`config.mk`:
```
export PLATFORM = sky130hd
export DESIGN_NAME = hop_trigger_ctrl
export DESIGN_NICKNAME = d
export VERILOG_FILES = /design/src/common/hop_pkg.sv /design/src/common/trig_sync_if.sv /design/src/rtl/hop_trigger_ctrl.sv /design/src/rtl/trig_sync.sv
export SDC_FILE = /design/constraint.sdc
export NUM_CORES = 1
export LEC_CHECK = 0
export BUFFER_PORTS_ARGS = -buffer_cell sky130_fd_sc_hd__buf_2
export CAP_MARGIN = 15
export CORE_AREA = 5 5 118 120
export CTS_BUF_LIST = sky130_fd_sc_hd__clkbuf_4 sky130_fd_sc_hd__clkbuf_8 sky130_fd_sc_hd__clkbuf_16
export DETAILED_ROUTE_END_ITERATION = 12
export DIE_AREA = 0 0 123 125
export PLACE_DENSITY = 0.69
export SETUP_SLACK_MARGIN = 0.2
export SYNTH_ARGS = -nofsm -noshare
export SYNTH_HDL_FRONTEND = slang
export SYNTH_SLANG_ARGS = --single-unit
```
`constraint.sdc`:
```
create_clock -name pclk -period 4.5 [get_ports pclk]
set_input_delay 0.225 -clock pclk [delete_from_list [all_inputs] [get_ports pclk]]
set_output_delay 0.225 -clock pclk [all_outputs]
set_load 0.005 [all_outputs]
```
`src/common/hop_pkg.sv`:
```
// hop trigger control: shared constants, register map and states
// assumes a 32-bit apb slave at 200 MHz pclk
package hop_pkg;
  localparam int ADDR_W = 11;
  localparam int SEQ_PULSE_NS = 1000;
  localparam int CLK_NS = 5;
  localparam int SEQ_PULSE_CYC = (SEQ_PULSE_NS + CLK_NS - 1) / CLK_NS;
  localparam int GEN_BLANK_NS = 1000;
  localparam int GEN_BLANK_CYC = (GEN_BLANK_NS + CLK_NS - 1) / CLK_NS;
  localparam logic [7:0] OFF_CTRL = 8'h00;
  localparam logic [7:0] OFF_STATUS = 8'h04;
  localparam logic [7:0] OFF_GEN_ADDR = 8'h08;
  localparam logic [7:0] OFF_ANA_ADDR = 8'h0c;
  localparam logic [7:0] OFF_COUNT = 8'h10;
  localparam int CTRL_SRC_INT = 0;
  localparam int CTRL_GEN_HOP = 1;
  localparam int CTRL_GEN_ARM = 2;
  localparam int CTRL_ANA_HOP = 3;
  localparam int CTRL_ANA_ARM = 4;
  localparam int CTRL_PULSE_EN = 5;
  localparam int CTRL_W = 6;
  localparam logic [CTRL_W-1:0] CTRL_RST = 6'h00;
  localparam logic [31:0] BUS_ZERO = 32'h0000_0000;
  localparam logic [ADDR_W-1:0] ADDR_ZERO = 11'h000;
  localparam logic [ADDR_W-1:0] ADDR_ONE = 11'h001;
  typedef enum logic [1:0] {
    SEQ_IDLE  = 2'b00,
    SEQ_ARMED = 2'b01
  } seq_state_e;
endpackage

```
`src/common/trig_sync_if.sv`:
```
// synchronised trigger samples passed from the sync stage to the core
// assumes one pclk domain
`timescale 1ns/1ps
interface trig_sync_if;
  logic       ana_rise;
  logic       gen_rise;
  logic       seq_rise;
  logic       rst_low;
  logic       inhibit_low;
  modport src (output ana_rise, output gen_rise, output seq_rise, output rst_low,
               output inhibit_low);
  modport dst (input ana_rise, input gen_rise, input seq_rise, input rst_low,
               input inhibit_low);
endinterface

```
`src/rtl/hop_trigger_ctrl.sv`:
```
// hop trigger control: external/internal hop addressing with apb control
// assumes apb master on pclk; rear-panel pins asynchronous ttl
//
// The implementer's own choices: the APB interface to the registers and the address map.
`timescale 1ns/1ps
module hop_trigger_ctrl
  import hop_pkg::*;
#(
  parameter int AW = ADDR_W
)(
  input  wire logic          pclk,
  input  wire logic          presetn,
  input  wire logic          psel,
  input  wire logic          penable,
  input  wire logic          pwrite,
  input  wire logic [7:0]    paddr,
  input  wire logic [31:0]   pwdata,
  output logic      [31:0]   prdata,
  output logic               pready,
  output logic               pslverr,
  input  wire logic          analyzer_hop_trig,
  input  wire logic          generator_hop_trig,
  input  wire logic          sequence_hop_trig,
  input  wire logic          seq_addr_reset_n,
  input  wire logic          hop_suppress_n,
  input  wire logic [AW-1:0] hop_table_addr,
  output logic               seq_trig_out,
  output logic               gen_level_off,
  output logic               gen_retune,
  output logic               ana_retune,
  output logic      [AW-1:0] gen_tune_addr,
  output logic      [AW-1:0] ana_tune_addr
);
  trig_sync_if ts ();
  logic [AW-1:0] addr_m_reg;
  logic [AW-1:0] addr_s_reg;

  trig_sync u_sync (
    .pclk    (pclk),
    .presetn (presetn),
    .pins    ({hop_suppress_n, seq_addr_reset_n, sequence_hop_trig,
               generator_hop_trig, analyzer_hop_trig}),
    .ts      (ts)
  );

  // address bus: two flops, then sampled alongside the delayed edge
  always_ff @(posedge pclk or negedge presetn) begin
    if (!presetn) begin
      addr_m_reg <= ADDR_ZERO;
      addr_s_reg <= ADDR_ZERO;
    end else begin
      addr_m_reg <= hop_table_addr;
      addr_s_reg <= addr_m_reg;
    end
  end

  logic [CTRL_W-1:0] ctrl_reg, ctrl_next;
  logic [AW-1:0]     seq_addr_reg, seq_addr_next;
  logic [AW-1:0]     gen_addr_reg, gen_addr_next;
  logic [AW-1:0]     ana_addr_reg, ana_addr_next;
  seq_state_e        pend_reg, pend_next;
  logic [7:0]        pulse_cnt_reg, pulse_cnt_next;
  logic [7:0]        blank_cnt_reg, blank_cnt_next;
  logic              gen_rt_reg, gen_rt_next;
  logic              ana_rt_reg, ana_rt_next;
  logic [15:0]       count_reg, count_next;
  logic [31:0]       prdata_reg, prdata_next;

  logic src_int, gen_on, ana_on, wr, rd, ext_gen, ext_ana, seq_go, do_reset, nonseq;

  always_comb begin
    src_int  = ctrl_reg[CTRL_SRC_INT];
    gen_on   = ctrl_reg[CTRL_GEN_HOP] & ctrl_reg[CTRL_GEN_ARM];
    ana_on   = ctrl_reg[CTRL_ANA_HOP] & ctrl_reg[CTRL_ANA_ARM];
    ext_gen  = ts.gen_rise & ~src_int & gen_on;
    ext_ana  = ts.ana_rise & ~src_int & ana_on;
    seq_go   = ts.seq_rise & src_int;
    do_reset = seq_go & (pend_reg == SEQ_ARMED);
    // a jump from the table top to zero is also non-sequential
    nonseq   = do_reset | (seq_addr_reg == '1);
    wr = psel & penable & pwrite;
    rd = psel & ~penable & ~pwrite;
  end

  always_comb begin
    ctrl_next      = ctrl_reg;
    seq_addr_next  = seq_addr_reg;
    gen_addr_next  = gen_addr_reg;
    ana_addr_next  = ana_addr_reg;
    pend_next      = pend_reg;
    pulse_cnt_next = (pulse_cnt_reg != 8'h00) ? pulse_cnt_reg - 8'h01 : 8'h00;
    blank_cnt_next = (blank_cnt_reg != 8'h00) ? blank_cnt_reg - 8'h01 : 8'h00;
    gen_rt_next    = 1'b0;
    ana_rt_next    = 1'b0;
    count_next     = count_reg;
    prdata_next    = prdata_reg;
    // reset request latched at any time, consumed at the next sequence edge
    if (ts.rst_low) begin
      pend_next = SEQ_ARMED;
    end else if (do_reset) begin
      pend_next = SEQ_IDLE;
    end
    if (ext_gen) begin
      gen_addr_next = addr_s_reg;
      gen_rt_next   = 1'b1;
    end
    if (ext_ana) begin
      ana_addr_next = addr_s_reg;
      ana_rt_next   = 1'b1;
    end
    if (seq_go) begin
      count_next = count_reg + 16'h0001;
      if (do_reset) begin
        seq_addr_next = ADDR_ZERO;
      end else begin
        seq_addr_next = seq_addr_reg + ADDR_ONE;
      end
      if (!ts.inhibit_low) begin
        if (gen_on) begin
          gen_addr_next = seq_addr_next;
          gen_rt_next   = 1'b1;
        end
        if (ana_on) begin
          ana_addr_next = seq_addr_next;
          ana_rt_next   = 1'b1;
        end
      end
      if (nonseq) begin
        pulse_cnt_next = 8'(SEQ_PULSE_CYC);
      end
    end
    if (ctrl_reg[CTRL_PULSE_EN] && gen_on && (ext_gen || (seq_go && !ts.inhibit_low))) begin
      blank_cnt_next = 8'(GEN_BLANK_CYC);
    end
    if (wr && paddr == OFF_CTRL) begin
      ctrl_next = pwdata[CTRL_W-1:0];
    end
    if (rd) begin
      unique case (paddr)
        OFF_CTRL:     prdata_next = {26'h0, ctrl_reg};
        OFF_STATUS:   prdata_next = {16'h0, 5'h0, seq_addr_reg};
        OFF_GEN_ADDR: prdata_next = {21'h0, gen_addr_reg};
        OFF_ANA_ADDR: prdata_next = {21'h0, ana_addr_reg};
        OFF_COUNT:    prdata_next = {16'h0, count_reg};
        default:      prdata_next = BUS_ZERO;
      endcase
    end
  end

  always_ff @(posedge pclk or negedge presetn) begin
    if (!presetn) begin
      ctrl_reg      <= CTRL_RST;
      seq_addr_reg  <= ADDR_ZERO;
      gen_addr_reg  <= ADDR_ZERO;
      ana_addr_reg  <= ADDR_ZERO;
      pend_reg      <= SEQ_IDLE;
      pulse_cnt_reg <= 8'h00;
      blank_cnt_reg <= 8'h00;
      gen_rt_reg    <= 1'b0;
      ana_rt_reg    <= 1'b0;
      count_reg     <= 16'h0000;
      prdata_reg    <= BUS_ZERO;
    end else begin
      ctrl_reg      <= ctrl_next;
      seq_addr_reg  <= seq_addr_next;
      gen_addr_reg  <= gen_addr_next;
      ana_addr_reg  <= ana_addr_next;
      pend_reg      <= pend_next;
      pulse_cnt_reg <= pulse_cnt_next;
      blank_cnt_reg <= blank_cnt_next;
      gen_rt_reg    <= gen_rt_next;
      ana_rt_reg    <= ana_rt_next;
      count_reg     <= count_next;
      prdata_reg    <= prdata_next;
    end
  end

  assign pready        = 1'b1;
  assign pslverr       = 1'b0;
  assign prdata        = prdata_reg;
  assign seq_trig_out  = (pulse_cnt_reg != 8'h00);
  assign gen_level_off = (blank_cnt_reg != 8'h00);
  assign gen_retune    = gen_rt_reg;
  assign ana_retune    = ana_rt_reg;
  assign gen_tune_addr = gen_addr_reg;
  assign ana_tune_addr = ana_addr_reg;
endmodule

```
`src/rtl/trig_sync.sv`:
```
// two-flop synchronisers for rear-panel inputs; rising edge detection for the ana, gen and seq triggers, levels for reset_n and suppress_n
// assumes asynchronous ttl inputs, pclk domain
`timescale 1ns/1ps
module trig_sync
  import hop_pkg::*;
(
  input  wire logic pclk,
  input  wire logic presetn,
  input  wire logic [4:0] pins,
  trig_sync_if.src  ts
);
  // bit order: ana, gen, seq, reset_n, suppress_n
  logic [4:0] meta_reg;
  logic [4:0] sync_reg;
  logic [4:0] prev_reg;
  logic [4:0] meta_next;
  logic [4:0] sync_next;
  logic [4:0] prev_next;

  always_comb begin
    meta_next = pins;
    sync_next = meta_reg;
    prev_next = sync_reg;
  end

  // idle level for the active-low inputs is high, so reset to high
  always_ff @(posedge pclk or negedge presetn) begin
    if (!presetn) begin
      meta_reg <= 5'h18;
      sync_reg <= 5'h18;
      prev_reg <= 5'h18;
    end else begin
      meta_reg <= meta_next;
      sync_reg <= sync_next;
      prev_reg <= prev_next;
    end
  end

  assign ts.ana_rise    = sync_reg[0] & ~prev_reg[0];
  assign ts.gen_rise    = sync_reg[1] & ~prev_reg[1];
  assign ts.seq_rise    = sync_reg[2] & ~prev_reg[2];
  assign ts.rst_low     = ~sync_reg[3];
  assign ts.inhibit_low = ~sync_reg[4];
endmodule

```
==> metrics.cfg, run 1 <==
[status]
outcome=complete, no violations

[critical_path]
crit_required_ns=4.28
cp.arrival_ns=2.10
slowest_delay_ns=0.56
cp_slowest_cell=nor3b_1
r2r_end=pulse_cnt_reg[4]
cp_cell_sequence=inv_1 > ha_1 > nor3b_1 > nand3_1 > buf_2
r2r_slack_ns=2.38
criticalPathCategory=reg2out
worst-path-buf-inv=2
r2r-start=seq_addr_reg[0]
cp_top_family=simple AND/OR/NAND/NOR gates
rr_worst_depth=5
critical_path.endpoint_type=output pin
cp-startpoint=pulse_cnt_reg[0]
startpoint_type=register
worstPathMaxFanout=5

[sta]
period_needed_ns=2.33
report.final.slew_viol_count=0
finalSetupTns_ns=0
fin_ws_ns=2.17
hold_viol_final=0
clock_skew_ns=0.0114
period_share_pct=51.7
setup_viol=0
grt_setup_unrepaired=no
max_freq_mhz=430
relSlewSlack_pct=37.7
tightest_slew_ns=0.927

[routing]
drcViolationCount=0
wire_per_inst_um=16.7
drt-pass1-iter-count=5
drt_wl_total_um=12800
drt_iter0_drc=277
ant_nets=0
via_per_inst=5.31
vias=4059

[synth]
synth_top_area_share_pct=54.3
ys_seq_area_share_pct=56.2
synth-seq-cells=125
synth_cell_type_count=57
synthCells=480
avgSynthCellArea_um2=11.6
ys_warn_count=0
yosysMostFrequentCell=dfrtp_1
synth_enable_flop_cells=0
yosys-top-cells-area=dfrtp_1 54%, mux2i_1 5.7%, o21ai_0 3.5%
synth_top_area_cell=dfrtp_1
synth-main-ff-cell=dfrtp_1
syn_area_um2=5570
synth_commonest_cells=121 x dfrtp_1, 39 x o21ai_0, 34 x nand2_1, 32 x mux2i_1, 24 x nand3_1
synth-async-reset-ratio_pct=100

[global_routing]
grt_pass1_wl_um=21300
grt.total_usage_pct=17.5
grt_pass1_vias=4267
antenna_found_initial=0
gr-total-overflow=0
grt_max_degree=67

[final_layout]
area_delta_synth_final_pct=23.5
stdcell_area_um2=6880
num_antenna_cells=0
layoutNonFillerInstCount=765
drive_above_1_share_pct=24.4
layout.nets=642
fillCellCount=1101

[placement]
gp_congestion=0.831
placed_cell_area_um2=6040
dp_hpwl_um=8760
dp.cells=715
pre_cts_slack_ns=2.24
port-buffer-count=76

[floorplanning]
coreArea_um2=12900
fp.dieW_um=123
rows=42
io_pins=121
die_area_um2=15400
initial_core_util_pct=43.3
dieHeight_um=125

[min_path]
holdPathStages=2
holdPathEnd=ctrl_reg[2]
min_from=pwdata[2]
hold_path_class=in2reg

[cts]
numCtsBuffers=17
cts_resized=0
clkLatencyLatePin_ns=0.41
cts_max_path_buffers=2
clk_pin_slew_ns=0.06
h-tree-depth=4
clock-root-buffer=clkbuf_16
cts_sinks=125
cts_tree=yes

[power]
ir_worst_vdd_mv=0.283
p_leak_nw=3.15
powerDensity_nw_per_um2=452

[job]
maxCapViolCount=0

==> per-stage QoR <==
| stage | power [W] | utilization, % | hold slack, ns |
|---|---|---|---|
| 2_1_floorplan | 0.00151 | - | -0.0706 |
| 3_3_place_gp | 0.00157 | 46.9 | 0.332 |
| 3_5_place_dp | 0.00160 | 46.9 | 0.334 |
| 4_1_cts | 0.00313 | 53.4 | 0.0317 |
| 5_1_grt | 0.00324 | 53.4 | 0.0387 |
| 6_report | 0.00311 | 53.4 | 0.0414 |
==> kinds of logic after synthesis <==
| kind of cell | synth area share [%] |
|---|---|
| AND/OR/NAND/NOR | 13.7 |
| flip-flops | 56.2 |
| AO/OA/AOI/OAI | 9.79 |
| buffers and inverters | 5.10 |
| multiplexers | 9.79 |
| XOR/XNOR | 4.09 |
| adder cells (fa/ha/maj) | 1.12 |
| other | 0.135 |
==> layout make-up <==
cell class | count | area, µm² | share of cell area [%]
clock inverters | 13 | 213 | 3.09
well taps | 176 | 220 | 3.20
clock buffers | 19 | 447 | 6.49
multi-input cells | 318 | 2210 | 32.2
flip-flops and latches | 125 | 3130 | 45.5
repair buffers | 99 | 596 | 8.66
inverters | 15 | 56.3 | 0.818
==> worst max-delay path by stage <==
stage	slack [ns]	to	cells after the start
after detailed placement	2.24	prdata[5]	5
final	2.17	seq_trig_out	5
after floorplan	2.74	seq_addr_reg[10]	5
after global placement	2.28	prdata[5]	5
after global routing	2.04	seq_trig_out	5
after CTS	1.90	gen_level_off	6
==> routing by layer <==
| metal | share of wire, % | vias up | track usage [%] |
|---|---|---|---|
| met4 | 1.7 | 0 | 7.10 |
| met5 | 0 | - | 0 |
| met1 | 42 | 2035 | 22.1 |
| li1 | - | 1886 | - |
| met2 | 51 | 119 | 28.7 |
| met3 | 6.2 | 19 | 4.65 |
==> placed cells by master, fill, tap and decap left out, types with 17 or more instances in the layout <==
cell           Yosys  routed
nand2_1           34      34
clkbuf_16          0      17
buf_2              5      75
o21ai_0           39      39
nand3_1           24      24
nor2_1            20      20
dfrtp_1          121     121
dlygate4sd3_1      0      17
mux2i_1           32      32
conb_1             2      18
xnor2_1           18      18
==> report_power, final <==
part	leakage, nW	total, W	internal [W]	switching, W
combinational	1.21	0.000291	0.000138	0.000154
sequential	1.62	0.00130	0.00122	0.0000819
clock	0.314	0.00151	0.00101	0.000508
total	3.15	0.00311	0.00237	0.000743
==> what timing repair did <==
item / in CTS / in global routing
hold endpoints to repair: 73 / 0
setup buffers: 0 / 0
hold buffers: 17 / 0
Power figures use the tool's default switching activity.
==> inputs of run 2 (changes only) <==
--- a/config.mk
+++ b/config.mk
@@ -11,7 +11,7 @@
 export CTS_BUF_LIST = sky130_fd_sc_hd__clkbuf_4 sky130_fd_sc_hd__clkbuf_8 sky130_fd_sc_hd__clkbuf_16
 export DETAILED_ROUTE_END_ITERATION = 12
 export DIE_AREA = 0 0 123 125
-export PLACE_DENSITY = 0.69
+export PLACE_DENSITY = 0.71
 export SETUP_SLACK_MARGIN = 0.2
 export SYNTH_ARGS = -nofsm -noshare
 export SYNTH_HDL_FRONTEND = slang
==> constraint.sdc (replaced) <==
create_clock -name pclk -period 2.1 [get_ports pclk]
set_input_delay 0.105 -clock pclk [delete_from_list [all_inputs] [get_ports pclk]]
set_output_delay 0.105 -clock pclk [all_outputs]
set_load 0.005 [all_outputs]
==> run 2 against run 1 <==
Critical path depth increased by 1. Sequential share of layout area decreased by 0.82 points. Global-route usage increased by 0.75 points. Non-clock buffer count increased by 19. Final area increased by 1.9%. Die area unchanged. Combinational power increased by 140%. Setup slack got worse by 1.9 ns. First-iteration DRC count increased by 57%. Clock-buffer cell count increased by 2.
==> metrics.cfg, run 2 (synthesis results as in run 1) <==
[final_layout]
area_delta_synth_final_pct=25.8
fillCellCount=1093
layout_commonest_cell=dfrtp_1
drive_above_1_share_pct=26.8
mostFrequentLayoutCells=119 x dfrtp_1, 75 x buf_2, 39 x o21ai_0
final_core_util_pct=54.5
layout.nets=661
layoutNonFillerInstCount=784
num_antenna_cells=0

[critical_path]
r2r_end=pulse_cnt_reg[2]
r2r-start=seq_addr_reg[1]
cp_top_family=buffers and inverters
slowest_delay_ns=0.40
criticalPathCategory=reg2out
startpoint_type=register
critical_path.endpoint_type=output pin
cp_slowest_cell=dfrtp_1
crit_required_ns=2.00
cp.arrival_ns=1.77
cp_cell_sequence=inv_1 > ha_1 > nor3b_4 > buf_4 > nand3_1 > buf_2
rr_worst_depth=5
r2r_slack_ns=0.33
worst-path-buf-inv=3
worstPathMaxFanout=5

[cts]
numCtsBuffers=17
cts_max_path_buffers=2
cts_tree=yes
clk_pin_slew_ns=0.06
clkLatencyLatePin_ns=0.41
cts_sinks=125
clock-root-buffer=clkbuf_16
h-tree-depth=4

[routing]
via_per_inst=5.31
drt_wl_total_um=13300
ant_nets=0
drcViolationCount=0
drt_iter0_drc=434
drt-pass1-iter-count=5
vias=4160
wire_per_inst_um=17.0

[global_routing]
use_met1_pct=23.3
grt_max_degree=53
gr-total-overflow=0
grt_pass1_wl_um=22200
grt_pass1_vias=4312
busiest_layer=met2
grt_util_met2_pct=30.0
use_met3_pct=5.10
antenna_found_initial=0
grt.total_usage_pct=18.3

[floorplanning]
fp.dieW_um=123
rows=42
initial_core_util_pct=43.3
die_area_um2=15400
coreArea_um2=12900
dieHeight_um=125
io_pins=121

[power]
ir_worst_vdd_mv=0.637
p_leak_nw=3.23
powerDensity_nw_per_um2=891
finalPower_w=0.00625

[sta]
setup_viol=0
hold_viol_final=0
max_freq_mhz=534
grt_setup_unrepaired=yes
whs_ns=0.145
clock_skew_ns=0.00630
period_needed_ns=1.87
report.final.slew_viol_count=0
relSlewSlack_pct=65.4
tightest_slew_ns=0.514
period_share_pct=89.1
finalSetupTns_ns=0

[job]
maxCapViolCount=0

[status]
outcome=complete, no violations

[min_path]
hold_path_class=in2async

[placement]
dp_hpwl_um=9140
dp.cells=726
gp_congestion=0.847
port-buffer-count=76

-- run 2: changes by cell type in the layout (fill, tap and decap cells not counted), moves of 3 or more --
cell           previous run  this run
bufinv_16                 5         1
buf_4                     6        18
clkinv_2                  1         5
nor2_1                   20        17
dlygate4sd3_1            17        23
-- run 2: worst max-delay path by stage --
stage	from	to	slack [ns]	cells past startpoint
floorplan	seq_addr_reg[0]	seq_addr_reg[10]	0.34	5
global placement	u_sync.prev_reg[2]	blank_cnt_reg[5]	0.22	4
detailed placement	u_sync.prev_reg[2]	blank_cnt_reg[6]	0.11	4
CTS	pulse_cnt_reg[0]	seq_trig_out	0.22	6
global route	pulse_cnt_reg[0]	seq_trig_out	0.13	6
finish	pulse_cnt_reg[0]	seq_trig_out	0.23	6
-- run 2: cell type report --
class | count | area (µm²) | area share (%)
Clock buffer | 21 | 468 | 6.68
Clock inverter | 11 | 93.8 | 1.34
Inverter | 15 | 56.3 | 0.803
Timing Repair Buffer | 118 | 781 | 11.1
Sequential cell | 125 | 3140 | 44.7
Multi-Input combinational cell | 318 | 2260 | 32.2
Tap cell | 176 | 220 | 3.14
-- run 2: what timing repair did --
item,4_1_cts,5_1_grt
hold buffers,23,0
setup endpoints to repair,16,12
setup buffers,0,3
pin swaps,0,0
hold endpoints to repair,97,0
gates resized for setup,2,8
-- run 2: report_power, final --
group	internal, W	switching (W)	leakage (nW)	total (W)
logic	0.000336	0.000359	1.34	0.000694
clock network	0.00171	0.00104	0.272	0.00275
registers	0.00262	0.000188	1.62	0.00280
-- run 2: per-layer routing --
metal,vias up,wire (µm)
li1,1924,-
met1,2074,5510
met2,135,6800
met3,27,752
met4,0,260
met5,-,0
-- run 2: through the flow --
stage | area [µm²] | setup slack, ns
4_1_cts | 6950 | 0.221
6_report | 7010 | 0.229
3_5_place_dp | 6150 | 0.113
2_1_floorplan | 5630 | 0.341
3_3_place_gp | 6150 | 0.221
5_1_grt | 7010 | 0.134
